<file path="src/vemc_pkg.sv">
// Package of register offsets, field layouts and mode encodings for the video mode configuration block
package vemc_pkg;

  // ****************************************
  // Register offsets
  // ****************************************
  localparam logic [7:0] ADDR_OUTPUT_AND_PLL_POWER   = 8'h00;
  localparam logic [7:0] ADDR_INPUT_MODE_SELECT      = 8'h01;
  localparam logic [7:0] ADDR_OUTPUT_COLOR_SELECT    = 8'h02;
  localparam logic [7:0] ADDR_LOGIC_SOFT_RESET       = 8'h17;
  localparam logic [7:0] ADDR_VIDEO_STANDARD_SELECT  = 8'h30;
  localparam logic [7:0] ADDR_PIXEL_VALID_CONTROL    = 8'h31;
  localparam logic [7:0] ADDR_INPUT_WIDTH_CONTROL    = 8'h33;
  localparam logic [7:0] ADDR_DEFINITION_FAMILY      = 8'h34;
  localparam logic [7:0] ADDR_MODE_STATUS            = 8'h35;

  // ****************************************
  // Reset values
  // ****************************************
  localparam logic [7:0] RST_REG                     = 8'h00;

  // ****************************************
  // Field values and positions
  // ****************************************
  localparam logic [7:0] SOFT_RESET_CMD              = 8'h02;
  localparam int         DAC_EN_LSB                  = 2;
  localparam int         PLL_PD_BIT                  = 1;
  localparam int         IN_MODE_LSB                 = 4;
  localparam logic [2:0] IN_MODE_SD                  = 3'h0;
  localparam logic [2:0] IN_MODE_SDR                 = 3'h1;
  localparam logic [2:0] IN_MODE_DDR                 = 3'h2;
  localparam int         RGB_OUT_BIT                 = 4;
  localparam int         STD_LSB                     = 3;
  localparam int         SYNC_EMBEDDED_BIT           = 2;
  localparam int         PIXEL_VALID_BIT             = 0;
  localparam int         WIDTH_10BIT_BIT             = 2;
  localparam int         FAMILY_HD_BIT               = 0;

  // Standard field codes, bits [7:3] of the standard register
  localparam logic [4:0] STD_CODE_525P               = 5'h00;
  localparam logic [4:0] STD_CODE_625P_1080I_SEP     = 5'h03;
  localparam logic [4:0] STD_CODE_720P               = 5'h05;
  localparam logic [4:0] STD_CODE_1080I              = 5'h0d;

  // PLL oversampling ratios
  localparam logic [4:0] PLL_RATIO_ED                = 5'h08;
  localparam logic [4:0] PLL_RATIO_HD                = 5'h04;
  localparam logic [4:0] PLL_RATIO_OFF               = 5'h00;

  // Captured input word widths
  localparam logic [4:0] WIDTH_8                     = 5'h08;
  localparam logic [4:0] WIDTH_10                    = 5'h0a;
  localparam logic [4:0] WIDTH_16                    = 5'h10;

  // ****************************************
  // Types
  // ****************************************
  typedef enum logic [2:0] {
    VEMC_STD_NONE  = 3'b000,
    VEMC_STD_525P  = 3'b001,
    VEMC_STD_625P  = 3'b010,
    VEMC_STD_720P  = 3'b011,
    VEMC_STD_1080I = 3'b100
  } vemc_std_e;

endpackage

</file>
<file path="src/vemc_mode_config.sv">
// Register file and mode decode that set an encoder's enhanced and high definition modes
//
// The address-and-strobe port is this design's own decision.
`timescale 1ns/1ps

// What this block and its host model do
// Script starts with soft reset write.
// 0x1C powers three converters and PLL.
// High definition gives four times PLL.
// Mode 0x10 selects single rate 16-bit.
// Mode 0x20 double rate, luma falling edge.
// Color 0x10 gives RGB with sync.
// 0x2C is 720p embedded, HD levels.
// 0x28 is 720p separate sync.
// 0x6C is 1080i embedded, HD levels.
// 0x18 is 1080i separate sync.
// 0x1C is 625p embedded, ED levels.
// Pixel valid, HD four times oversampling.
// Width 0x6C widens double rate to 10.
// Double rate only with embedded timing; a clash is only flagged, double rate still applies.
// 0x04 is 525p embedded, ED levels.
// Host writes script one at a time.
module vemc_mode_config
  import vemc_pkg::*;
(
  input  wire logic       clk_sys_i,          // System clock, 100 MHz
  input  wire logic       resetn_i,           // Synchronous reset, active low
  input  wire logic [7:0] addr_i,             // Register address
  input  wire logic [7:0] wdata_i,            // Write data
  input  wire logic       wr_i,               // Write strobe
  input  wire logic       rd_i,               // Read strobe
  output logic      [7:0] rdata_o,            // Read data, cycle after strobe
  output logic      [2:0] dac_enable_o,       // Output converter enables
  output logic            pll_enable_o,       // PLL running
  output logic      [4:0] pll_ratio_o,        // PLL oversampling ratio
  output logic            single_rate_o,      // Single rate 16-bit capture
  output logic            double_rate_o,      // Double rate capture
  output logic            luma_on_fall_o,     // Luma taken on falling input edge
  output logic      [4:0] input_width_o,      // Captured word width in bits
  output logic            rgb_out_o,          // RGB instead of YPrPb
  output logic            rgb_sync_o,         // Sync pulses on RGB outputs
  output logic      [2:0] video_std_o,        // Decoded video format
  output logic            sync_embedded_o,    // Timing from embedded codes
  output logic            hd_levels_o,        // High definition output levels
  output logic            pixel_valid_o,      // Incoming pixels valid
  output logic            hd_oversample_o,    // HD path at four times
  output logic            config_error_o,     // Illegal mode combination
  output logic            logic_reset_o       // One-cycle logic reset pulse
);

  // ****************************************
  // State
  // ****************************************

  // All state in one record
  typedef struct packed {
    logic [7:0] power;        // Output and PLL power
    logic [7:0] in_mode;      // Input mode select
    logic [7:0] color;        // Output color select
    logic [7:0] soft_rst;     // Soft reset register
    logic [7:0] std_sel;      // Video standard select
    logic [7:0] pix_valid;    // Pixel valid control
    logic [7:0] width;        // Input width control
    logic [7:0] family;       // Definition family
    logic [7:0] rdata;        // Read data holding
    logic [2:0] dac_en;       // Registered converter enables
    logic       pll_en;       // Registered PLL enable
    logic [4:0] pll_ratio;    // Registered PLL ratio
    logic       sdr;          // Registered single rate
    logic       ddr;          // Registered double rate
    logic [4:0] in_width;     // Registered width
    logic       rgb;          // Registered RGB select
    logic [2:0] std_code;     // Registered format
    logic       sync_emb;     // Registered sync source
    logic       hd_lvl;       // Registered level set
    logic       pix_ok;       // Registered pixel valid
    logic       hd_os;        // Registered HD oversampling
    logic       cfg_err;      // Registered error flag
    logic       lrst;         // Logic reset pulse
  } vemc_state_s;

  vemc_state_s state;         // Current state
  vemc_state_s next_state;    // Next state

  // Decoder results from the registered standard value
  vemc_std_e   dec_std;       // Format
  logic        dec_sync_emb;  // Embedded timing
  logic        dec_hd_lvl;    // HD levels
  logic        dec_known;     // Known code

  // ****************************************
  // Standard decoder
  // ****************************************

  // Decode from stored registers so outputs follow the register file
  vemc_std_decoder u_std_dec (
    .std_reg_i       (state.std_sel),
    .family_hd_i     (state.family[FAMILY_HD_BIT]),
    .std_o           (dec_std),
    .sync_embedded_o (dec_sync_emb),
    .hd_levels_o     (dec_hd_lvl),
    .std_known_o     (dec_known)
  );

  // Address match of a write
  function automatic logic wr_hit(input logic wr, input logic [7:0] a, input logic [7:0] off);
    return wr && (a == off);
  endfunction

  // ****************************************
  // Next state
  // ****************************************

  // Register writes, reads and mode decode
  always_comb begin
    logic       soft_go;
    logic [2:0] mode;
    logic       is_hd;
    soft_go    = 1'b0;
    mode       = 3'h0;
    is_hd      = 1'b0;
    next_state = state;

    // soft reset returns all registers to defaults
    soft_go = wr_hit(wr_i, addr_i, ADDR_LOGIC_SOFT_RESET) && (wdata_i == SOFT_RESET_CMD);
    next_state.lrst = soft_go;

    // Plain register writes; soft reset wins over nothing else since strobes are single
    if (soft_go) begin
      next_state.power     = RST_REG;
      next_state.in_mode   = RST_REG;
      next_state.color     = RST_REG;
      next_state.std_sel   = RST_REG;
      next_state.pix_valid = RST_REG;
      next_state.width     = RST_REG;
      next_state.family    = RST_REG;
      // Command bit clears itself, reads back as zero
      next_state.soft_rst  = RST_REG;
    end else if (wr_i) begin
      case (addr_i)
        ADDR_OUTPUT_AND_PLL_POWER: begin
          next_state.power = wdata_i;
        end
        ADDR_INPUT_MODE_SELECT: begin
          next_state.in_mode = wdata_i;
        end
        ADDR_OUTPUT_COLOR_SELECT: begin
          next_state.color = wdata_i;
        end
        ADDR_LOGIC_SOFT_RESET: begin
          next_state.soft_rst = wdata_i;
        end
        ADDR_VIDEO_STANDARD_SELECT: begin
          next_state.std_sel = wdata_i;
        end
        ADDR_PIXEL_VALID_CONTROL: begin
          next_state.pix_valid = wdata_i;
        end
        ADDR_INPUT_WIDTH_CONTROL: begin
          next_state.width = wdata_i;
        end
        ADDR_DEFINITION_FAMILY: begin
          next_state.family = wdata_i;
        end
        default: begin
          // Unmapped or read-only address, write ignored
          next_state.power = state.power;
        end
      endcase
    end

    // Read data, valid only in the cycle after the strobe
    // Cleared when no read is pending, so a stale answer
    // can never pass for a fresh one
    next_state.rdata = 8'h00;
    if (rd_i) begin
      case (addr_i)
        ADDR_OUTPUT_AND_PLL_POWER: begin
          next_state.rdata = state.power;
        end
        ADDR_INPUT_MODE_SELECT: begin
          next_state.rdata = state.in_mode;
        end
        ADDR_OUTPUT_COLOR_SELECT: begin
          next_state.rdata = state.color;
        end
        ADDR_LOGIC_SOFT_RESET: begin
          next_state.rdata = state.soft_rst;
        end
        ADDR_VIDEO_STANDARD_SELECT: begin
          next_state.rdata = state.std_sel;
        end
        ADDR_PIXEL_VALID_CONTROL: begin
          next_state.rdata = state.pix_valid;
        end
        ADDR_INPUT_WIDTH_CONTROL: begin
          next_state.rdata = state.width;
        end
        ADDR_DEFINITION_FAMILY: begin
          next_state.rdata = state.family;
        end
        ADDR_MODE_STATUS: begin
          // Live mode summary for software
          next_state.rdata = {state.cfg_err, state.hd_os, state.pix_ok, state.sync_emb,
                              state.ddr, state.std_code};
        end
        default: begin
          // Unmapped address reads zero
          next_state.rdata = 8'h00;
        end
      endcase
    end

    // Decode of the stored configuration
    is_hd = state.family[FAMILY_HD_BIT];
    mode  = state.in_mode[IN_MODE_LSB +: 3];

    // three converter enables and PLL power
    next_state.dac_en = state.power[DAC_EN_LSB +: 3];
    next_state.pll_en = ~state.power[PLL_PD_BIT];

    // ratio follows family, HD four, ED eight
    // Ratio reads zero while the PLL is powered down
    if (!next_state.pll_en) begin
      next_state.pll_ratio = PLL_RATIO_OFF;
    end else if (is_hd) begin
      next_state.pll_ratio = PLL_RATIO_HD;
    end else begin
      next_state.pll_ratio = PLL_RATIO_ED;
    end

    // single rate 16-bit words
    next_state.sdr = (mode == IN_MODE_SDR);
    // double rate, luma on falling edge
    next_state.ddr = (mode == IN_MODE_DDR);

    // width grows to 10 only in double rate
    if (next_state.sdr) begin
      next_state.in_width = WIDTH_16;
    end else if (next_state.ddr && state.width[WIDTH_10BIT_BIT]) begin
      next_state.in_width = WIDTH_10;
    end else begin
      next_state.in_width = WIDTH_8;
    end

    // RGB select also adds sync
    next_state.rgb = state.color[RGB_OUT_BIT];

    // format, sync source and levels from decoder
    next_state.std_code = dec_std;
    next_state.sync_emb = dec_sync_emb;
    next_state.hd_lvl   = dec_hd_lvl;

    // pixel valid and HD oversampling
    next_state.pix_ok = state.pix_valid[PIXEL_VALID_BIT];
    next_state.hd_os  = state.pix_valid[PIXEL_VALID_BIT] && is_hd;

    // Limitation: the clash is only reported, the double rate setting
    // still applies so software reads back exactly what it wrote
    // double rate needs embedded timing; unknown codes flagged too
    next_state.cfg_err = (next_state.ddr && !dec_sync_emb) || !dec_known;
  end

  // ****************************************
  // State register
  // ****************************************

  // Synchronous reset to defaults
  // Derived outputs settle one edge after release, from the cleared
  // registers, so the PLL shows running at eight times by then
  always_ff @(posedge clk_sys_i) begin
    if (!resetn_i) begin
      state <= '0;
    end else begin
      state <= next_state;
    end
  end

  // ****************************************
  // Outputs
  // ****************************************

  // All data outputs straight from flip-flops
  // Nothing is decoded after the flops, so no output can glitch
  assign rdata_o         = state.rdata;
  assign dac_enable_o    = state.dac_en;
  assign pll_enable_o    = state.pll_en;
  assign pll_ratio_o     = state.pll_ratio;
  assign single_rate_o   = state.sdr;
  assign double_rate_o   = state.ddr;
  // luma edge tied to double rate
  assign luma_on_fall_o  = state.ddr;
  assign input_width_o   = state.in_width;
  assign rgb_out_o       = state.rgb;
  // sync rides with RGB select
  assign rgb_sync_o      = state.rgb;
  assign video_std_o     = state.std_code;
  assign sync_embedded_o = state.sync_emb;
  assign hd_levels_o     = state.hd_lvl;
  assign pixel_valid_o   = state.pix_ok;
  assign hd_oversample_o = state.hd_os;
  assign config_error_o  = state.cfg_err;
  assign logic_reset_o   = state.lrst;

endmodule

</file>
<file path="src/vemc_std_decoder.sv">
// Decoder of the video standard register into format, sync source and level set
`timescale 1ns/1ps

module vemc_std_decoder
  import vemc_pkg::*;
(
  input  wire logic [7:0] std_reg_i,       // Video standard register value
  input  wire logic       family_hd_i,     // High definition family selected
  output vemc_std_e       std_o,           // Decoded format
  output logic            sync_embedded_o, // Timing from embedded codes
  output logic            hd_levels_o,     // High definition analog levels
  output logic            std_known_o      // Value matches a known format
);

  // ****************************************
  // Format lookup
  // ****************************************

  // Family resolves the code that is shared by 625p and 1080i
  function automatic vemc_std_e decode_std(input logic [4:0] code, input logic hd);
    vemc_std_e res;
    res = VEMC_STD_NONE;
    case (code)
      STD_CODE_525P: begin
        res = hd ? VEMC_STD_NONE : VEMC_STD_525P;
      end
      STD_CODE_625P_1080I_SEP: begin
        res = hd ? VEMC_STD_1080I : VEMC_STD_625P;
      end
      STD_CODE_720P: begin
        res = hd ? VEMC_STD_720P : VEMC_STD_NONE;
      end
      STD_CODE_1080I: begin
        res = hd ? VEMC_STD_1080I : VEMC_STD_NONE;
      end
      default: begin
        res = VEMC_STD_NONE;
      end
    endcase
    return res;
  endfunction

  // Combinational decode, the caller registers it
  always_comb begin
    // standard from code
    std_o           = decode_std(std_reg_i[7:STD_LSB], family_hd_i);
    sync_embedded_o = std_reg_i[SYNC_EMBEDDED_BIT];
    hd_levels_o     = (std_o == VEMC_STD_720P) || (std_o == VEMC_STD_1080I);
    std_known_o     = (std_o != VEMC_STD_NONE) && (std_reg_i[1:0] == 2'h0);
  end

endmodule

</file>
<file path="config.mk">
export PLATFORM = sky130hd
export DESIGN_NAME = vemc_mode_config
export DESIGN_NICKNAME = d
export VERILOG_FILES = /design/src/vemc_pkg.sv /design/src/vemc_mode_config.sv /design/src/vemc_std_decoder.sv
export SDC_FILE = /design/constraint.sdc
export NUM_CORES = 1
export LEC_CHECK = 0
export BUFFER_PORTS_ARGS = -buffer_cell sky130_fd_sc_hd__buf_2
export CORE_MARGIN = 2
export CORE_UTILIZATION = 50
export CTS_CLUSTER_DIAMETER = 40
export DETAILED_ROUTE_END_ITERATION = 8
export PLACE_DENSITY = 0.71
export SLEW_MARGIN = 40
export SYNTH_ARGS = -nofsm -noshare
export SYNTH_HDL_FRONTEND = slang
export SYNTH_SLANG_ARGS = --single-unit
</file>
<file path="constraint.sdc">
create_clock -name clk_sys_i -period 3.11 [get_ports clk_sys_i]
set_clock_uncertainty 0.05 [all_clocks]
set_input_delay 0.622 -clock clk_sys_i [delete_from_list [all_inputs] [get_ports clk_sys_i]]
set_output_delay 0.622 -clock clk_sys_i [all_outputs]
set_load 0.03 [all_outputs]
</file>
---- Word-level counts from Yosys, hierarchy flattened ----
Index checks and enable logic that the tools add are counted.
storage, ports and cells
  flip-flop bits (word level) ............. 98
  input port bits ......................... 20
  output and inout port bits .............. 36
  logic and storage cells ................. 77
operators by class
  equality and inequality tests ........... 16
  multiplexer cells ....................... 9
  bitwise logic cells ..................... 2
  reduce and logical (&&, ||, !) cells .... 26
operators by type and width
  operator              count
  $pmux W8 S9           1
  $eq A8 B6 Y1 const B  5
  $reduce_and A2 Y1     9
  $eq A8 B2 Y1 const B  2
  $pmux W3 S4           1
  $eq A8 B1 Y1 const B  1
  $eq A8 B5 Y1 const B  1
  $logic_not A8 Y1      1
  $eq A3 B2 Y1 const B  2
  $logic_and A1 B1 Y1   6
  $mux W3               2
  $reduce_or A2 Y1      3
  $eq A5 B2 Y1 const B  1
  $eq A5 B3 Y1 const B  1
  $eq A5 B4 Y1 const B  1
  $logic_not A5 Y1      1
  $mux W5               1
  $mux W2               2
  $mux W4               1
  $eq A3 B1 Y1 const B  1
  $eq A3 B3 Y1 const B  1
  $reduce_bool A3 Y1    1
  $logic_not A1 Y1      2
  $logic_not A2 Y1      1
  other kinds (3)       5

---- Logic depth before layout (Yosys ltp) ----
Gate-level depths: netlist of the first run.
  word-level depth ........................ 6
  gate-level depth with buffers ........... 8
  mapped depth without buffers ............ 5

---- Modules after synthesis ----
From an unflattened synthesis of the first run, not the netlist that was laid out.
second synthesis, totals
  cell total of the unflattened synthesis .. 431
  area total of the unflattened synthesis .. 4093.9 µm²
by module, submodules not included
  module            times used  cells each  area an instance (µm²)  sequential area each (µm²)
  vemc_mode_config  1           413         3976.3                  1841.8
  vemc_std_decoder  1           18          117.6                   0.0

---- Worst setup path after synthesis of the first run ----
Ideal clock, no wire load.
  kind .................................... input to register
  from .................................... in wdata_i[3]
  to ...................................... reg state (netlist bit next_state[3])
  setup time .............................. 0.116 ns
  arrival time ............................ 1.964 ns
  data required time ...................... 2.944 ns
  path slack .............................. 0.980 ns
  stages .................................. 7
  buffers on the path ..................... 2
  path through ............................ clkbuf_1 -> or4b_1 -> nor3_1 -> nand4_2 -> nand2_4 -> buf_6 -> nor2_1
between the ends
  word-level cells in the longest chain between the ends .. 3
ends and longest elaborated chain
  item                               line                     text
  start, declared                    vemc_mode_config.sv:29   input wire logic [7:0] wdata_i,
  $eq A8 B2 Y1                       vemc_mode_config.sv:125  soft_go = wr_hit(wr_i, addr_i, ADDR_LOGIC_SOFT_RESET) && (wdata_i == SOFT_RESET_CMD);
  $logic_and A1 B1 Y1                vemc_mode_config.sv:125
  $reduce_or A2 Y1 (no source line)  -
  end signal, assigned               vemc_mode_config.sv:275  state <= next_state;
  end, declared                      vemc_mode_config.sv:82   vemc_state_s state;
No other way between the ends.
A chain may end at the register's enable or synchronous reset.

---- Final worst setup path of the first run ----
  from .................................... in addr_i[1]
  to ...................................... reg state[61] in the netlist's numbering
between the ends
  word-level cells in the longest chain between the ends .. 4
  elaborated cells between the ends (all ways) .. 6
  those cells by class .................... eq/ne: 2; reduce/logical: 4
ends and longest elaborated chain
  item                               line                     text
  start, declared                    vemc_mode_config.sv:28   input wire logic [7:0] addr_i,
  $eq A8 B5 Y1                       vemc_mode_config.sv:107  return wr && (a == off);
  $logic_and A1 B1 Y1                vemc_mode_config.sv:107
  $logic_and A1 B1 Y1                vemc_mode_config.sv:125
  $reduce_or A2 Y1 (no source line)  -
Several ways; a longest one is shown, not always the timed one.

==> out/results.txt, run 1 <==
status - finished, final reports clean
sequential power share - 0.578
Tot GR Track Use - 0.2449
Worst path most repeated cell - nor2_1
setup ws final - 0.8611 ns
TritonRoute pass-1 iters - 5
critical path's slowest cell - or4_1
Vias per Instance - 5.740
first-pass GRT wire length - 16220 um
wirelength, routed - 10460 um
Sink Count - 92
CTS Buffer Depth - 2
Worst R2R End - rdata_o[7]
flop2flop setup slack - 1.60 ns
fin. max-slew vios - 0
Slew Limit Headroom - 0.4822
Iter 0 DRT Violations - 268
Worst IR Drop VDD - 0.0002465 V
RD Place Congestion - 0.9207
utilization after layout - 0.5400
vias in the first global route - 2992
post-synthesis sequential area ratio - 0.4495
HPWL Detailed - 7141 um
die area - 0.008936 mm2
CP max stage delay - 0.67 ns
vias - 3295
wire length per cell - 18.22 um
CP Cell Sequence - buf_2, or4_1, nor2_1, nand2_1, mux2i_1, nor2_1
Switching Fraction - 0.2632
synthesized flop and latch total - 92
P per Cell Area - 468.0 mW/mm2
Initial Utilization - 0.5063
cells after synthesis - 446
PostCTS Resize Cnt - 0
Post-synth EDFFs - 0
Lkg Pwr - 2.024 nW
Syn Area/Cell - 9.188 um2
Setup WS pre-CTS - 0.4940 ns
Congestion Overflow GR - 0
Fmax - 444.7 MHz
YS warnings - 0
Max FO, Critical Path - 23
remaining antenna violation count - 0
Clock Power Share - 0.365
worst endpoint required time - 3.34 ns
P_sw - 538.3 uW
path depth of the worst reg2reg path - 4
Layout area overhead - 6.656%
worst path bufs/invs - 1
IO Port Bufs - 50
Distinct cells, synth - 47
initial antenna violation count - 0
max-cap violations - 0
Int Pwr - 1.507 mW
layout cells sized above 1 - 0.1855
placed cell count - 558
Post-DP Area - 0.004195 mm2
CTS HTree Levels - 3
I/O pins - 56
worst hold path type - reg2reg
Die X - 94.53 um
Crit path depth - 6
# setup viols final - 0
Synth async-reset ratio - 0
Tightest Pin Transition - 0.7702 ns
Num CTS Buffers - 9
Worst Setup EP - state[61]
setup repair bufs after CTS - 0
Hold WS - 0.4094 ns
clk_lat worst skew - 0.38 ns
Antenna Cells - 0
Post-CTS Hold Buffers - 0
nets@finish - 484
pin count of the biggest net entering global routing - 49
DRC viols - 0
CP arrival - 2.48 ns
CP startpoint kind - primary input
clock root buffer - clkbuf_8
r2r startpoint - state[49]
combinational power share - 0.056
Total Power - 2.045 mW
design area - 0.004370 mm2
Worst-path clk slew - 0.10 ns
cell family with most CP delay - simple AND/OR/NAND/NOR gates
RSZ-0062 raised after global routing - no
fin crit period - 2.249 ns
Fin Setup TNS - 0 ns
crit end category - register
Die Ht - 94.53 um
crit path launch - addr_i[1]
Crit Path Class - in2reg
area of the mapped netlist - 0.004098 mm2
Core Rows - 33
Main synth FF type - dfxtp_1
Layout Cells excl Fill - 574
final hold vios - 0
crit share post-route - 0.7231
CORE AREA - 0.008093 mm2
CTS tree - built
-- metal layers --
metal | wire length [um] | track usage | part of all wire | vias to the layer above
met3 | 710 | 0.04549 | 0.068 | 20
met5 | 0 | 0 | 0 | -
met1 | 4645 | 0.3322 | 0.44 | 1557
li1 | - | - | - | 1562
met2 | 4801 | 0.3774 | 0.46 | 156
met4 | 301 | 0.1171 | 0.029 | 0
-- layout by cell type (no fill, tap or decap), types with 7 or more instances in the layout --
cell | Yosys | routed
and2_1 | 9 | 9
buf_2 | 6 | 50
nand3_1 | 21 | 21
mux2_2 | 7 | 7
clkbuf_8 | 0 | 9
nand2_1 | 48 | 48
nor3_1 | 7 | 7
dfxtp_1 | 92 | 92
nor2_1 | 57 | 57
a21oi_1 | 24 | 24
a22oi_1 | 18 | 18
mux2i_1 | 46 | 46
-- cell usage after synthesis (all sizes together), types with 3 or more instances --
master | count | area share
a21oi | 24 | 0.029
a32oi | 3 | 0.0064
mux2i | 46 | 0.11
and2 | 9 | 0.014
nand3 | 21 | 0.026
nor3 | 7 | 0.0085
and3 | 6 | 0.0092
nand2 | 50 | 0.048
inv | 3 | 0.0027
a22o | 3 | 0.0064
a22oi | 18 | 0.033
nor4 | 6 | 0.018
o21a | 4 | 0.0073
nor2 | 57 | 0.052
mux2 | 7 | 0.019
clkbuf | 13 | 0.012
dfxtp | 92 | 0.45
nand2b | 4 | 0.0061
o21ai | 6 | 0.0073
buf | 41 | 0.077
-- power by group through the flow --
stage	Clock (mW)	Combinational, mW	Sequential [mW]
after floorplan	0	0.0832	1.21
after global placement	0	0.112	1.21
after detailed placement	0	0.114	1.21
after CTS	0.751	0.114	1.18
after global routing	0.800	0.123	1.18
final	0.747	0.115	1.18
-- final cells by class --
cell class | instances | area (um2)
well taps | 105 | 131.4
inverters | 3 | 11.26
clock buffers | 10 | 127.6
repair buffers | 57 | 315.3
multi-input cells | 301 | 1896
flip-flops and latches | 92 | 1842
fillers | 774 | 3722
clock inverters | 6 | 47.55
-- tightest hold or removal path, delay by kind of cell, from the launching register on --
kind,cells,cell delay [ns]
compound gates,1,0.05
flops,1,0.32
simple gates,1,0.05
-- worst min path at each step --
| stage | startpoint | endpoint | slack (ns) | cells past startpoint |
|---|---|---|---|---|
| detailed placement | state[83] | state[83] | 0.40 | 2 |
| finish | state[46] | state[46] | 0.41 | 2 |
| floorplan | state[49] | state[49] | 0.38 | 2 |
| CTS | state[83] | state[83] | 0.41 | 2 |
| global route | state[66] | state[66] | 0.43 | 2 |
| global placement | state[42] | state[42] | 0.39 | 2 |
-- flip-flops by register name, indices dropped and copies added, names as in the netlist, 2 cells and up --
name,count
input_width_o,2
rdata_o,8
video_std_o,3
next_state,5
pll_ratio_o,2
state,59
dac_enable_o,3
-- logic make-up after synthesis --
kind of cell | synth area share
flops | 0.4495
simple gates | 0.2070
mux | 0.1316
buf+inv | 0.09160
compound gates | 0.1194
other cells | 0.0009152
No activity file was read; power rests on OpenSTA's default activity.
==> inputs of run 2 (changes only) <==
--- a/config.mk
+++ b/config.mk
@@ -10,7 +10,7 @@
 export CORE_UTILIZATION = 50
 export CTS_CLUSTER_DIAMETER = 40
 export DETAILED_ROUTE_END_ITERATION = 8
-export PLACE_DENSITY = 0.71
+export PLACE_DENSITY = 0.74
 export SLEW_MARGIN = 40
 export SYNTH_ARGS = -nofsm -noshare
 export SYNTH_HDL_FRONTEND = slang
==> constraint.sdc (replaced) <==
create_clock -name clk_sys_i -period 1.9 [get_ports clk_sys_i]
set_clock_uncertainty 0.05 [all_clocks]
set_input_delay 0.38 -clock clk_sys_i [delete_from_list [all_inputs] [get_ports clk_sys_i]]
set_output_delay 0.38 -clock clk_sys_i [all_outputs]
set_load 0.03 [all_outputs]
==> run 2 against run 1 <==
Design area is 8.4% higher. Largest power group unchanged. Critical endpoint is now rdata_o[3]. Sequential share of layout area is 3.3 points lower. Worst setup slack worse by 0.74 ns. Power is 73% higher. Sequential power is 64% higher. Largest cell class unchanged. Final cell count is 7.1% higher. Non-clock buffer count is 41 higher. Die area stayed put. Count of clock-buffer cells in the layout is 1 lower.
==> out/results.txt, run 2 (synthesized netlist as in run 1, its figures left out) <==
wire length per cell - 18.10 um (-0.65%)
DR WL met2 - 5158 um (+7.4%)
Iter 0 DRT Violations - 347 (+29%)
Die Ht - 94.53 um (unchanged)
Max FO, Critical Path - 8 (-65%)
worst endpoint required time - 2.13 ns (-1.21 ns)
Largest register FFs - 59 (unchanged)
die area - 0.008936 mm2 (unchanged)
largest reg by FF count - state
critical path's slowest cell - nor4_1
flop2flop setup slack - 0.45 ns (-1.15 ns)
Slew Limit Headroom - 0.4767 (-0.005541)
nets@finish - 525 (+8.5%)
I/O pins - 56 (unchanged)
crit path launch - addr_i[5]
P per Cell Area - 746.1 mW/mm2 (+59%)
highest-count cells in the layout ignoring fill and taps - dfxtp_1 (92), nor2_1 (57), buf_2 (50)
setup repair bufs after CTS - 0 (unchanged)
layout cells sized above 1 - 0.2529 (+0.06744)
Antenna Cells - 0 (unchanged)
crit end category - register
Layout Cells excl Fill - 615 (+7.1%)
TritonRoute pass-1 iters - 5 (unchanged)
CTS HTree Levels - 3 (unchanged)
# setup viols final - 0 (unchanged)
status - finished, final reports clean
Congestion Overflow GR - 0 (unchanged)
crit share post-route - 0.9338
IO Port Bufs - 50 (unchanged)
Post-CTS Hold Buffers - 0 (unchanged)
Crit Path Class - in2reg
initial antenna violation count - 0 (unchanged)
Sink Count - 92 (unchanged)
Num CTS Buffers - 9 (unchanged)
remaining antenna violation count - 0 (unchanged)
path depth of the worst reg2reg path - 4 (unchanged)
most common cell after layout, fill and taps aside - dfxtp_1
Core Rows - 33 (unchanged)
Fmax - 563.6 MHz
worst hold path type - in2reg
Vias per Instance - 5.714 (-0.46%)
Layout area overhead - 15.63%
CP max stage delay - 0.33 ns (-0.34 ns)
DRC viols - 0 (unchanged)
cell family with most CP delay - compound AO/OA/AOI/OAI gates
routed length on met3 - 896 um (+26%)
Tot GR Track Use - 0.2542 (+0.009269)
clk_lat worst skew - 0.36 ns (-0.02 ns)
fillcell total - 707 (-8.7%)
r2r startpoint - state[63]
met1 wire length - 4790 um (+3.1%)
first-pass GRT wire length - 17200 um (+6.1%)
fin. max-slew vios - 0 (unchanged)
RSZ-0062 raised after global routing - no
HPWL Detailed - 8128 um (+14%)
Die X - 94.53 um (unchanged)
CP startpoint kind - primary input
CORE AREA - 0.008093 mm2 (unchanged)
placed cell count - 599 (+7.3%)
Crit path depth - 7 (+1)
DR top layer - met4
fin crit period - 1.774 ns
vias - 3514 (+6.6%)
final hold vios - 0 (unchanged)
RD Place Congestion - 0.9526 (+3.5%)
pin count of the biggest net entering global routing - 33 (-33%)
CTS Buffer Depth - 2 (unchanged)
PostCTS Resize Cnt - 0 (unchanged)
Worst IR Drop VDD - 0.0005965 V (+140%)
CP Cell Sequence - buf_2, nor4_1, buf_4, nand3b_1, a211o_1, a31oi_4, a21boi_1
wirelength, routed - 11130 um (+6.4%)
vias in the first global route - 3235 (+8.1%)
Tightest Pin Transition - 0.7785 ns (+0.008243 ns)
max-cap violations - 0 (unchanged)
CTS tree - built
CP arrival - 2.01 ns (-0.47 ns)
Initial Utilization - 0.5063 (unchanged)
clock root buffer - clkbuf_8
Worst-path clk slew - 0.10 ns (about the same)
Lkg Pwr - 2.243 nW (+11%)
Worst R2R End - hd_levels_o
Fin Setup TNS - 0 ns (unchanged)
worst path bufs/invs - 2 (+1)
Worst Setup EP - rdata_o[3]
[run 2: cell count changes in the layout (fill, tap and decap cells not counted), sizes merged]
cell,delta
clkinv,-1
buf,+41
clkinvlp,+1
clkbuf,-1
bufinv,+1
[run 2: area by class of cell]
type	instances	area [um2]	area share
clock buffer	9	123.9	0.02614
clock inverter	7	86.33	0.01822
inverter	3	11.26	0.002377
multi-input combinational	301	1896	0.4001
sequential	92	1842	0.3887
tap	105	131.4	0.02773
timing repair buffer	98	648.1	0.1368
[run 2: power by group]
group          internal (mW)  switching, mW
Clock                  0.630          0.739
Sequential              1.93        0.00279
Combinational         0.0791          0.152
Total                   2.64          0.893
[run 2: worst reg2reg max path: stages (launching register included)]
cell and delay (ns):
dfxtp_1 0.46, nor2b_1 0.19, nand2_1 0.07, a211oi_1 0.50, a21o_1 0.13
[run 2: metrics by stage]
step | worst slack (ns) | utilization | area, um2 | hold WS, ns | total power, mW
after floorplan | 0.01172 | - | 4113 | 0.3758 | 2.119
after global placement | -0.1305 | 0.5595 | 4528 | 0.3851 | 2.204
after detailed placement | -0.2402 | 0.5595 | 4528 | 0.3973 | 2.208
after CTS | 0.1289 | 0.5855 | 4738 | 0.3158 | 3.554
after global routing | 0.07327 | 0.5855 | 4738 | 0.3315 | 3.662
final | 0.1258 | 0.5855 | 4738 | 0.3246 | 3.535
[run 2: worst min path at each step]
| stage | from | end | slack, ns | cells after the start |
|---|---|---|---|---|
| 6_report | wdata_i[5] | state[47] | 0.32 | 3 |
| 5_1_grt | wdata_i[5] | state[47] | 0.33 | 3 |
| 4_1_cts | wdata_i[5] | state[47] | 0.32 | 3 |
| 3_5_place_dp | state[83] | state[83] | 0.40 | 2 |
| 3_3_place_gp | state[49] | state[49] | 0.39 | 2 |
| 2_1_floorplan | state[49] | state[49] | 0.38 | 2 |
[run 2: metal layers]
metal,track usage,up-vias
met3,0.04948,22
met1,0.3481,1671
li1,-,1640
met4,0.08696,0
met2,0.4024,181
met5,0,-
==> inputs of run 3 (changes only) <==
--- a/config.mk
+++ b/config.mk
@@ -10,7 +10,7 @@
 export CORE_UTILIZATION = 50
 export CTS_CLUSTER_DIAMETER = 40
 export DETAILED_ROUTE_END_ITERATION = 8
-export PLACE_DENSITY = 0.74
+export PLACE_DENSITY = 0.71
 export SLEW_MARGIN = 40
 export SYNTH_ARGS = -nofsm -noshare
 export SYNTH_HDL_FRONTEND = slang
==> constraint.sdc (replaced) <==
create_clock -name clk_sys_i -period 2.01 [get_ports clk_sys_i]
set_clock_uncertainty 0.05 [all_clocks]
set_input_delay 0.402 -clock clk_sys_i [delete_from_list [all_inputs] [get_ports clk_sys_i]]
set_output_delay 0.402 -clock clk_sys_i [all_outputs]
set_load 0.03 [all_outputs]
==> run 3 against run 2 <==
Sequential share of layout area rose by 0.76 points. First-iteration DRC count fell by 19%. Core utilization fell by 1.1 points. Critical path depth did not move. Critical path type unchanged. Register-to-register slack improved by 0.05 ns. Routed wire length fell by 1.8%. Count of clock-buffer cells in the layout rose by 1. Via count fell by 3.8%. Design area fell by 1.9%. Die area did not move. Sequential power fell by 6%.
==> out/results.txt, run 3 (synthesized netlist as in run 1, its figures left out) <==
Lkg Pwr - 2.182 nW (-2.7%)
max-cap violations - 0 (unchanged)
Num CTS Buffers - 9 (unchanged)
Worst R2R End - rdata_o[7]
Worst IR Drop VDD - 0.0002796 V (-53%)
pin count of the biggest net entering global routing - 35 (+6.1%)
Post-CTS Hold Buffers - 0 (unchanged)
final hold vios - 0 (unchanged)
Min-Delay Path Depth - 3 (unchanged)
TritonRoute pass-1 iters - 5 (unchanged)
I/O pins - 56 (unchanged)
RD Place Congestion - 0.9781 (+2.7%)
clock root buffer - clkbuf_8
CTS tree - built
Core Rows - 33 (unchanged)
crit end category - register
PostCTS Resize Cnt - 0 (unchanged)
Setup WS pre-CTS - -0.1457 ns (+0.09453 ns)
Crit Path Class - in2reg
Tot GR Track Use - 0.2572 (+0.002949)
fin crit period - 1.794 ns
fillcell total - 758 (+7.2%)
Slew Limit Headroom - 0.5267 (+0.05001)
CP arrival - 2.01 ns (about the same)
Layout area overhead - 13.40%
vias in the first global route - 3109 (-3.9%)
wire length per cell - 18.20 um (+0.53%)
worst hold path type - in2reg
hold path start - wdata_i[0]
IO Port Bufs - 50 (unchanged)
CTS Buffer Depth - 2 (unchanged)
# setup viols final - 0 (unchanged)
Fmax - 557.3 MHz
Fin Setup TNS - 0 ns (unchanged)
Max FO, Critical Path - 8 (unchanged)
Layout Cells excl Fill - 601 (-2.3%)
highest-count cells in the layout ignoring fill and taps - dfxtp_1 (92), nor2_1 (57), buf_2 (50)
Sink Count - 92 (unchanged)
CORE AREA - 0.008093 mm2 (unchanged)
nets@finish - 511 (-2.7%)
RSZ-0062 raised after global routing - no
first-pass GRT wire length - 17190 um (about the same)
setup ws final - 0.2157 ns (+0.08996 ns)
HPWL Detailed - 7969 um (-2.0%)
vias - 3381 (-3.8%)
layout cells sized above 1 - 0.2298 (-0.02310)
Largest register FFs - 59 (unchanged)
Antenna Cells - 0 (unchanged)
flop2flop setup slack - 0.50 ns (+0.05 ns)
Initial Utilization - 0.5063 (unchanged)
placed cell count - 585 (-2.3%)
status - finished, final reports clean
hold endpoint - state[42]
setup repair bufs after CTS - 0 (unchanged)
P per Cell Area - 712.4 mW/mm2 (-4.5%)
fin. max-slew vios - 0 (unchanged)
Congestion Overflow GR - 0 (unchanged)
clk_lat worst skew - 0.37 ns (about the same)
most common cell after layout, fill and taps aside - dfxtp_1
wirelength, routed - 10940 um (-1.8%)
Die Ht - 94.53 um (unchanged)
r2r startpoint - state[49]
crit share post-route - 0.8927
worst endpoint required time - 2.23 ns (+0.10 ns)
initial antenna violation count - 0 (unchanged)
CP startpoint kind - primary input
CTS HTree Levels - 3 (unchanged)
Worst-path clk slew - 0.09 ns (about the same)
Iter 0 DRT Violations - 280 (-19%)
largest reg by FF count - state
path depth of the worst reg2reg path - 4 (unchanged)
Die X - 94.53 um (unchanged)
die area - 0.008936 mm2 (unchanged)
area of the multi-input gates - 0.001896 mm2 (unchanged)
remaining antenna violation count - 0 (unchanged)
Tightest Pin Transition - 0.7041 ns (-0.07440 ns)
Vias per Instance - 5.626 (-1.5%)
register area - 0.001842 mm2 (unchanged)
DRC viols - 0 (unchanged)
==> run 3: cell types whose count changed in the layout (fill, tap and decap cells not counted) <==
cell	change
buf_12	+2
buf_4	-16
clkbuf_1	+1
clkinv_2	-1
clkinv_4	+1
clkinv_8	-1
inv_6	+1
inv_8	-1
==> run 3: critical path: stages <==
cell      delay, ns
buf_2          0.13
nor4_1         0.29
buf_4          0.19
nand3b_1       0.08
a211o_1        0.33
a31oi_4        0.30
a21boi_1       0.29
==> run 3: final cells by class <==
cell class / count / area share
Inverter: 3 / 0.002423
Clock inverter: 6 / 0.01535
Sequential cell: 92 / 0.3963
Tap cell: 105 / 0.02827
Clock buffer: 10 / 0.02746
Multi-Input combinational cell: 301 / 0.4079
Timing Repair Buffer: 84 / 0.1222
==> run 3: worst max-delay path by stage <==
stage | cells after the start | from | slack (ns) | endpoint
3_3_place_gp | 7 | addr_i[5] | -0.08 | rdata_o[3]
2_1_floorplan | 7 | wdata_i[3] | 0.1 | next_state[3]
6_report | 7 | addr_i[5] | 0.22 | rdata_o[3]
5_1_grt | 7 | addr_i[5] | 0.11 | rdata_o[3]
4_1_cts | 7 | addr_i[5] | 0.23 | rdata_o[3]
3_5_place_dp | 7 | addr_i[5] | -0.15 | rdata_o[3]
==> run 3: metrics by stage <==
stage                     total power [mW]  cell area [um2]  utilization  hold WS [ns]
after floorplan                      2.003             4113            -        0.3758
after global placement               2.074             4448       0.5496        0.3855
after detailed placement             2.077             4448       0.5496        0.3934
after CTS                            3.322             4647       0.5742        0.3304
after global routing                 3.425             4647       0.5742        0.3406
final                                3.311             4647       0.5742        0.3363
==> run 3: report_power, final <==
group          switching [mW]  internal (mW)
Clock                   0.687          0.586
Sequential            0.00292           1.83
Combinational           0.142         0.0658
==> run 3: metal layers <==
layer	wire length (um)	vias up	track usage
met5	0	-	0
met4	172	0	0.07126
met3	752	15	0.04469
met2	5168	156	0.4018
met1	4844	1603	0.3668
li1	-	1607	-
